<file path="src/hdl/udw_consts.vh">
// Purpose: Timing counts and codes for the dual wiper pin controller.
// Assumes: mclk at 10 MHz, 100 ns period.
// Notes:   Times are in ns; cycle counts derive from them.
`ifndef UDW_CONSTS_VH
`define UDW_CONSTS_VH
`define UDW_CLK_PERIOD_NS     100
`define UDW_CS_TO_STEP_NS     100
`define UDW_DIR_SETUP_NS      100
`define UDW_STEP_LOW_NS       1000
`define UDW_STEP_HIGH_NS      1000
`define UDW_STEP_TO_CS_NS     1000
`define UDW_DESEL_NOSTORE_NS  250
`define UDW_STORE_CYCLE_NS    10000000
`define UDW_CYC(ns) (((ns) + `UDW_CLK_PERIOD_NS - 1) / `UDW_CLK_PERIOD_NS)
`define UDW_CNT_W             17
`define UDW_POS_W             5
`define UDW_POS_MAX           5'h1F
`define UDW_OP_STEP           2'h0
`define UDW_OP_END_STORE      2'h1
`define UDW_OP_END_NOSTORE    2'h2
`endif

</file>
<file path="src/hdl/udw_host.v">
// Purpose: Host controller driving select, step and direction pins of a
//          dual up/down wiper device, with a shadow of each wiper position.
// Assumes: Pins are plain outputs; the device powers up with select high.
// Notes:   One command is run at a time on one channel.
//          A step leaves its pin low until the next command lifts it.
// Notes on behaviour
// - Step low while raising select skips store.
// - Hold select high from power-up.
// - Direction may change while still selected.
// - Never move wiper by toggling select.
// - Wait store cycle time before reselecting.
`timescale 1ns/1ps
`default_nettype none
`include "udw_consts.vh"
module udw_host #(
    parameter STORE_CYCLES = `UDW_CYC(`UDW_STORE_CYCLE_NS)
) (
    // Clock and reset
    input  wire                  mclk,
    input  wire                  rst,
    // Command port
    input  wire                  cmd_valid,
    output wire                  cmd_ready,
    input  wire                  cmd_chan,
    input  wire [1:0]            cmd_op,
    input  wire                  cmd_up,
    // Shadow wiper positions and busy flag
    output reg  [`UDW_POS_W-1:0] pos0,
    output reg  [`UDW_POS_W-1:0] pos1,
    output reg                   busy,
    // Device pins, per channel
    output reg                   sel0_n,
    output reg                   step0_n,
    output reg                   dir0,
    output reg                   sel1_n,
    output reg                   step1_n,
    output reg                   dir1
);
    localparam [6:0] S_IDLE  = 7'h01;
    localparam [6:0] S_SETUP = 7'h02;
    localparam [6:0] S_LOW   = 7'h04;
    localparam [6:0] S_HIGH  = 7'h08;
    localparam [6:0] S_TAIL  = 7'h10;
    localparam [6:0] S_RISE  = 7'h20;
    localparam [6:0] S_WAIT  = 7'h40;

    reg  [6:0]            state;
    reg  [6:0]            next_state;
    reg                   chan;
    reg  [1:0]            op;
    reg                   up;
    reg                   selected;
    reg                   t_load;
    reg  [`UDW_CNT_W-1:0] t_value;
    wire                  t_done;

    // Shadow step, clamped like the device counter.
    function [`UDW_POS_W-1:0] sat_step;
        input [`UDW_POS_W-1:0] p;
        input                  dir_up;
        begin
            if (dir_up) begin
                sat_step = (p == `UDW_POS_MAX) ? p : p + 5'h01;
            end else begin
                sat_step = (p == 5'h00) ? p : p - 5'h01;
            end
        end
    endfunction

    function [`UDW_CNT_W-1:0] cyc;
        input integer n;
        begin
            cyc = n[`UDW_CNT_W-1:0];
        end
    endfunction

    udw_timer u_timer (
        .mclk  (mclk),
        .rst   (rst),
        .load  (t_load),
        .value (t_value),
        .done  (t_done)
    );

    assign cmd_ready = (state == S_IDLE) && t_done;

    always @* begin
        next_state = state;
        t_load     = 1'b0;
        t_value    = {`UDW_CNT_W{1'b0}};
        case (state)
            S_IDLE: begin
                if (cmd_valid && t_done) begin
                    if (cmd_op == `UDW_OP_STEP) begin
                        next_state = S_HIGH;
                        t_load     = 1'b1;
                        t_value    = cyc(`UDW_CYC(`UDW_STEP_HIGH_NS));
                    end else if (selected) begin
                        next_state = S_SETUP;
                        t_load     = 1'b1;
                        t_value    = cyc(`UDW_CYC(`UDW_CS_TO_STEP_NS));
                    end
                end
            end
            S_SETUP: begin
                if (t_done) begin
                    if (op == `UDW_OP_STEP) begin
                        next_state = S_LOW;
                        t_value    = cyc(`UDW_CYC(`UDW_STEP_LOW_NS));
                    end else begin
                        next_state = S_TAIL;
                        t_value    = cyc(`UDW_CYC(`UDW_STEP_TO_CS_NS));
                    end
                    t_load = 1'b1;
                end
            end
            S_LOW: begin
                if (t_done) begin
                    next_state = S_IDLE;
                end
            end
            S_HIGH: begin
                if (t_done) begin
                    next_state = S_SETUP;
                    t_load     = 1'b1;
                    t_value    = cyc(`UDW_CYC(`UDW_DIR_SETUP_NS));
                end
            end
            S_TAIL: begin
                if (t_done) begin
                    next_state = S_RISE;
                end
            end
            S_RISE: begin
                next_state = S_WAIT;
                t_load     = 1'b1;
                if (op == `UDW_OP_END_STORE) begin
                    t_value = cyc(STORE_CYCLES);
                end else begin
                    t_value = cyc(`UDW_CYC(`UDW_DESEL_NOSTORE_NS));
                end
            end
            S_WAIT: begin
                next_state = S_IDLE;
            end
            default: begin
                next_state = S_IDLE;
            end
        endcase
    end

    always @(posedge mclk) begin
        if (rst) begin
            state    <= S_IDLE;
            chan     <= 1'b0;
            op       <= `UDW_OP_STEP;
            up       <= 1'b0;
            selected <= 1'b0;
            pos0     <= 5'h00;
            pos1     <= 5'h00;
            busy     <= 1'b0;
            sel0_n   <= 1'b1;
            sel1_n   <= 1'b1;
            step0_n  <= 1'b1;
            step1_n  <= 1'b1;
            dir0     <= 1'b0;
            dir1     <= 1'b0;
        end else begin
            state <= next_state;
            busy  <= (next_state != S_IDLE) || !t_done;
            case (state)
                S_IDLE: begin
                    if (cmd_valid && t_done &&
                        (cmd_op == `UDW_OP_STEP || selected)) begin
                        op <= cmd_op;
                        up <= cmd_up;
                        if (cmd_op == `UDW_OP_STEP) begin
                            // Select, and lift a step pin left low by the last step.
                            chan <= cmd_chan;
                            if (cmd_chan) begin
                                sel1_n  <= 1'b0;
                                step1_n <= 1'b1;
                            end else begin
                                sel0_n  <= 1'b0;
                                step0_n <= 1'b1;
                            end
                            selected <= 1'b1;
                        end else if (cmd_op == `UDW_OP_END_STORE) begin
                            // Step must be high well before select rises to store.
                            if (chan) begin
                                step1_n <= 1'b1;
                            end else begin
                                step0_n <= 1'b1;
                            end
                        end
                    end
                end
                S_SETUP: begin
                    if (t_done && op == `UDW_OP_STEP) begin
                        if (chan) begin
                            step1_n <= 1'b0;
                            pos1    <= sat_step(pos1, up);
                        end else begin
                            step0_n <= 1'b0;
                            pos0    <= sat_step(pos0, up);
                        end
                    end
                end
                S_HIGH: begin
                    // Direction moves only once step has been high a while.
                    if (t_done) begin
                        if (chan) begin
                            dir1 <= up;
                        end else begin
                            dir0 <= up;
                        end
                    end
                end
                S_LOW, S_TAIL: begin
                    // Step stays low after a step, so a later select rise skips the store;
                    // lowering it again while selected would move the wiper once more.
                end
                S_RISE: begin
                    // Select rises only after the step phase is settled, never as a move.
                    sel0_n   <= 1'b1;
                    sel1_n   <= 1'b1;
                    selected <= 1'b0;
                end
                S_WAIT: begin
                    step0_n <= 1'b1;
                    step1_n <= 1'b1;
                end
                default: begin
                    step0_n <= 1'b1;
                    step1_n <= 1'b1;
                end
            endcase
        end
    end
endmodule
`default_nettype wire

</file>
<file path="src/hdl/udw_timer.v">
// Purpose: Down counter giving the least wait between pin phases.
// Assumes: Load and count share mclk; one tick per cycle.
// Notes:   done is high while the count is zero.
`timescale 1ns/1ps
`default_nettype none
`include "udw_consts.vh"
module udw_timer (
    // Clock and reset
    input  wire                  mclk,
    input  wire                  rst,
    // Control
    input  wire                  load,
    input  wire [`UDW_CNT_W-1:0] value,
    output wire                  done
);
    reg [`UDW_CNT_W-1:0] count;
    assign done = (count == {`UDW_CNT_W{1'b0}});
    always @(posedge mclk) begin
        if (rst) begin
            count <= {`UDW_CNT_W{1'b0}};
        end else if (load) begin
            count <= value;
        end else if (!done) begin
            count <= count - {{(`UDW_CNT_W-1){1'b0}}, 1'b1};
        end
    end
endmodule
`default_nettype wire
</file>
<file path="config.mk">
export PLATFORM = sky130hd
export DESIGN_NAME = udw_host
export DESIGN_NICKNAME = d
export VERILOG_FILES = /design/src/hdl/udw_host.v /design/src/hdl/udw_timer.v
export VERILOG_INCLUDE_DIRS = /design/src /design/src/hdl
export SDC_FILE = /design/constraint.sdc
export NUM_CORES = 1
export LEC_CHECK = 0
export BUFFER_PORTS_ARGS = -buffer_cell sky130_fd_sc_hd__buf_2
export CORE_MARGIN = 2
export CORE_UTILIZATION = 50
export CTS_CLUSTER_DIAMETER = 40
export DETAILED_ROUTE_END_ITERATION = 6
export PLACE_DENSITY = 0.69
export SLEW_MARGIN = 10
export SYNTH_ARGS = -nofsm -noshare
export SYNTH_HDL_FRONTEND = slang
export SYNTH_SLANG_ARGS = --single-unit
export TNS_END_PERCENT = 30
</file>
<file path="constraint.sdc">
create_clock -name mclk -period 4.7 [get_ports mclk]
set_input_delay 0.235 -clock mclk [delete_from_list [all_inputs] [get_ports mclk]]
set_output_delay 0.235 -clock mclk [all_outputs]
set_load 0.005 [all_outputs]
</file>
==> metrics.md <==
| Metric | Value |
|---|---|
| Drt via density | 6.007 |
| Status | completed |
| Buffers on Ports | 24 |
| DPL Wire Length | between 4 and 5 mm |
| Seq/Total Area, Yosys | 0.3393 |
| Synthesized flop and latch total | between 40 and 50 |
| Worst-path clk slew | 0.08 ns |
| Initial antenna violation count | 0 |
| Ys Warns | 0 |
| GRT Total Usage | 0.2299 |
| H-tree depth | 2 |
| CP endpoint | cmd_ready |
| Arr. time, crit path | between 3 and 4 ns |
| Maximum clock rate | between 200 and 300 MHz |
| CTS tree | done |
| Diodes inserted | 0 |
| First-pass GRT wire length | ~11 mm |
| Post-Layout Cell Count | 420 |
| Num CTS Buffers | 5 |
| Worst skew pair latency | ~0.30 ns |
| Design Area, Final | roughly 2900 um2 |
| Max Root-Sink Buffers | 2 |
| Cell Area, Placed | around 2900 um2 |
| Root buffer cell | clkbuf_8 |
| WS Path Type | reg -> out |
| Max-cap viol count | 0 |
| Endpoints failing setup | 0 |
| Final Hold Fails | 0 |
| R2R Setup Slk | ~1.5 ns |
| Num rows | 26 |
| EDFF count, synth | 0 |
| Crit end category | output port |
| DRT Pass-1 Iters | 4 |
| Netlist cell types | 53 |
| Peak VDD IR | approximately 0.22 mV |
| Area growth syn-to-layout | 8.483% |
| DR iter-0 viols | ~180 |
| Leakage | ~1.2 nW |
| Core Util, Final | 0.5692 |
| Post-Synthesis Cells | roughly 340 |
| HP Class | in -> reg |
| GRT overflow | 0 |
| Worst setup margin | 1.358 ns |
| Final Skew | roughly 0.0035 ns |
| CORE AREA | 5172 um2 |
| Hold_buf cts | 0 |
| Period utilization | 0.7110 |
| Die width | roughly 78 um |
| Routability cong. | between 0.8 and 0.9 |
| Layout Nets | about 370 |
| Die ar. | approximately 6000 um2 |
| Avg Inst Size Synth | ~8.1 um2 |
| IO Count | 25 |
| Post-CTS sizing | 0 |
| Crit path from | u_timer.count[11] |
| RSZ-0062 raised after global routing | no |
| Detail Route Antenna Nets | 0 |
| Least-Margin Pin Slew | between 1 and 1.5 ns |
| Die Span Y | about 80 um |
| Place WS | between 1.5 and 2 ns |
| DR WL/cell | around 15 um |
| Cells on worst reg2reg path | 5 |
| Post-route DRC violation count | 0 |
| Ys async rst share | 0 |
| Min cycle time layout | 3.342 ns |
| CP required | roughly 4.5 ns |
| Crit Reg-Reg Endpoint | u_timer.count[14] |
| Mapped Area | 2714 um2 |
| RR Startpoint | u_timer.count[11] |
| Largest net degree at the start of global routing | 39 |
| Pwr dens | 449.3 nW/um2 |
| Synth Flop Type | dfxtp_1 |
| Crit path max fanout | 12 |
| Routed WL | approximately 6.5 mm |
| CP startpoint kind | flop |
| Setup Fix Bufs, Post-CTS | 0 |
| Initial core utilization | 0.5247 |
| Clk sinks | between 40 and 50 |
| Worst slew margin | 0.2526 |
| Setup TNS | 0 ns |
| Layout cells sized above 1 | 0.1086 |
| Max-slew violations | 0 |
| Vias in the first global route | approximately 2400 |
| Via count of the routed design | roughly 2500 |
| Cells after DPL | just over 400 |
| Synthesized Nets | between 300 and 400 |
[critical path, stage by stage, from the launching register on]
cell and delay, ns:
dfxtp_1 0.36, or4_1 0.55, nor4b_1 0.95, nand2_1 0.54, nor2_1 0.25, buf_2 0.15
[metal layers]
| layer | vias to the layer above | share of wire | track usage |
|---|---|---|---|
| met5 | - | 0 | 0 |
| met4 | 0 | 0.014 | 0.08036 |
| met3 | 10 | 0.046 | 0.03721 |
| met2 | 62 | 0.47 | 0.3612 |
| met1 | 1179 | 0.47 | 0.3186 |
| li1 | 1272 | - | - |
[state kept, by name, indices dropped and copies added (netlist names)]
name and cells:
u_timer.count 17, state 7, pos0 5, pos1 5, op 2, busy 1
chan 1, dir0 1, dir1 1, sel0_n 1, sel1_n 1, selected 1
step0_n 1, step1_n 1, up 1
[metrics by stage]
step | power, mW | hold WS [ns]
4_1_cts | 1.321 | 0.1742
6_report | 1.323 | 0.1802
3_3_place_gp | 1.064 | 0.4471
2_1_floorplan | 0.9678 | 0.3789
5_1_grt | 1.424 | 0.1732
3_5_place_dp | 1.077 | 0.4516
[cells by family after synthesis]
family	share of synthesized area
simple gates	0.2702
flops	0.3393
buf+inv	0.03734
compound gates	0.2010
mux	0.02628
fa+ha+maj	0.05164
xor+xnor	0.07423
[power breakdown]
part	switching (mW)	internal (mW)	total, mW
sequential	0.0625	0.449	0.512
combinational	0.356	0.210	0.566
clock	0.132	0.114	0.245
total	0.550	0.773	1.32
[cell usage in the layout (no fill, tap or decap), types with 3 or more instances in the layout]
| master | netlist | layout |
|---|---|---|
| or3_1 | 6 | 6 |
| a31oi_1 | 5 | 5 |
| nand2_1 | 16 | 16 |
| nor4_1 | 7 | 7 |
| or4_1 | 6 | 6 |
| ha_1 | 8 | 8 |
| o21ai_0 | 16 | 16 |
| mux2i_1 | 6 | 6 |
| nand3_1 | 18 | 18 |
| o211ai_1 | 5 | 5 |
| a211oi_1 | 3 | 3 |
| nand4b_1 | 3 | 3 |
| inv_1 | 9 | 9 |
| nor2b_1 | 4 | 4 |
| and3_1 | 3 | 3 |
| xor2_1 | 15 | 15 |
| o31ai_1 | 6 | 6 |
| o21bai_1 | 3 | 3 |
| nor3_1 | 15 | 15 |
| a21oi_1 | 29 | 29 |
| nand4_1 | 6 | 6 |
| nor2_1 | 36 | 36 |
| or2_2 | 3 | 3 |
| dfxtp_1 | 46 | 46 |
| clkbuf_8 | 0 | 6 |
| xnor2_1 | 8 | 8 |
| buf_2 | 3 | 24 |
| nand2b_1 | 3 | 3 |
| a21o_1 | 4 | 4 |
[cells in the mapped netlist (4+ instances only)]
cell type | count | area [um2]
a21oi_1 | 29 | 145.1
a21o_1 | 4 | 30.03
or3_1 | 6 | 37.54
o21ai_0 | 16 | 80.08
inv_1 | 9 | 33.78
nor2b_1 | 4 | 25.02
nor4_1 | 7 | 43.79
nor2_1 | 36 | 135.1
dfxtp_1 | 46 | 920.9
o31ai_1 | 6 | 45.04
nand2_1 | 16 | 60.06
nand4_1 | 6 | 37.54
xor2_1 | 15 | 131.4
or4_1 | 6 | 45.04
nor3_1 | 15 | 75.07
ha_1 | 8 | 100.1
xnor2_1 | 8 | 70.07
nand3_1 | 18 | 90.09
clkbuf_1 | 14 | 52.55
mux2i_1 | 6 | 60.06
a31oi_1 | 5 | 31.28
o211ai_1 | 5 | 37.54
[area by class of cell]
| class | count | area, um2 |
|---|---|---|
| Tap cell | 70 | 87.58 |
| Timing Repair Buffer | 25 | 127.6 |
| Fill cell | 489 | 2228 |
| Sequential cell | 46 | 920.9 |
| Inverter | 9 | 33.78 |
| Multi-Input combinational cell | 264 | 1692 |
| Clock buffer | 6 | 82.58 |
[worst min-delay path by stage]
stage                        start      to  depth (start not counted)  slack (ns)
after floorplan           cmd_chan    chan                          2        0.38
after global placement      sel0_n  sel0_n                          2        0.45
after detailed placement    sel1_n  sel1_n                          2        0.45
after CTS                   cmd_up      up                          3        0.17
after global routing        cmd_up      up                          3        0.17
final                       cmd_up      up                          3        0.18
Power figures use the tool's default switching activity.
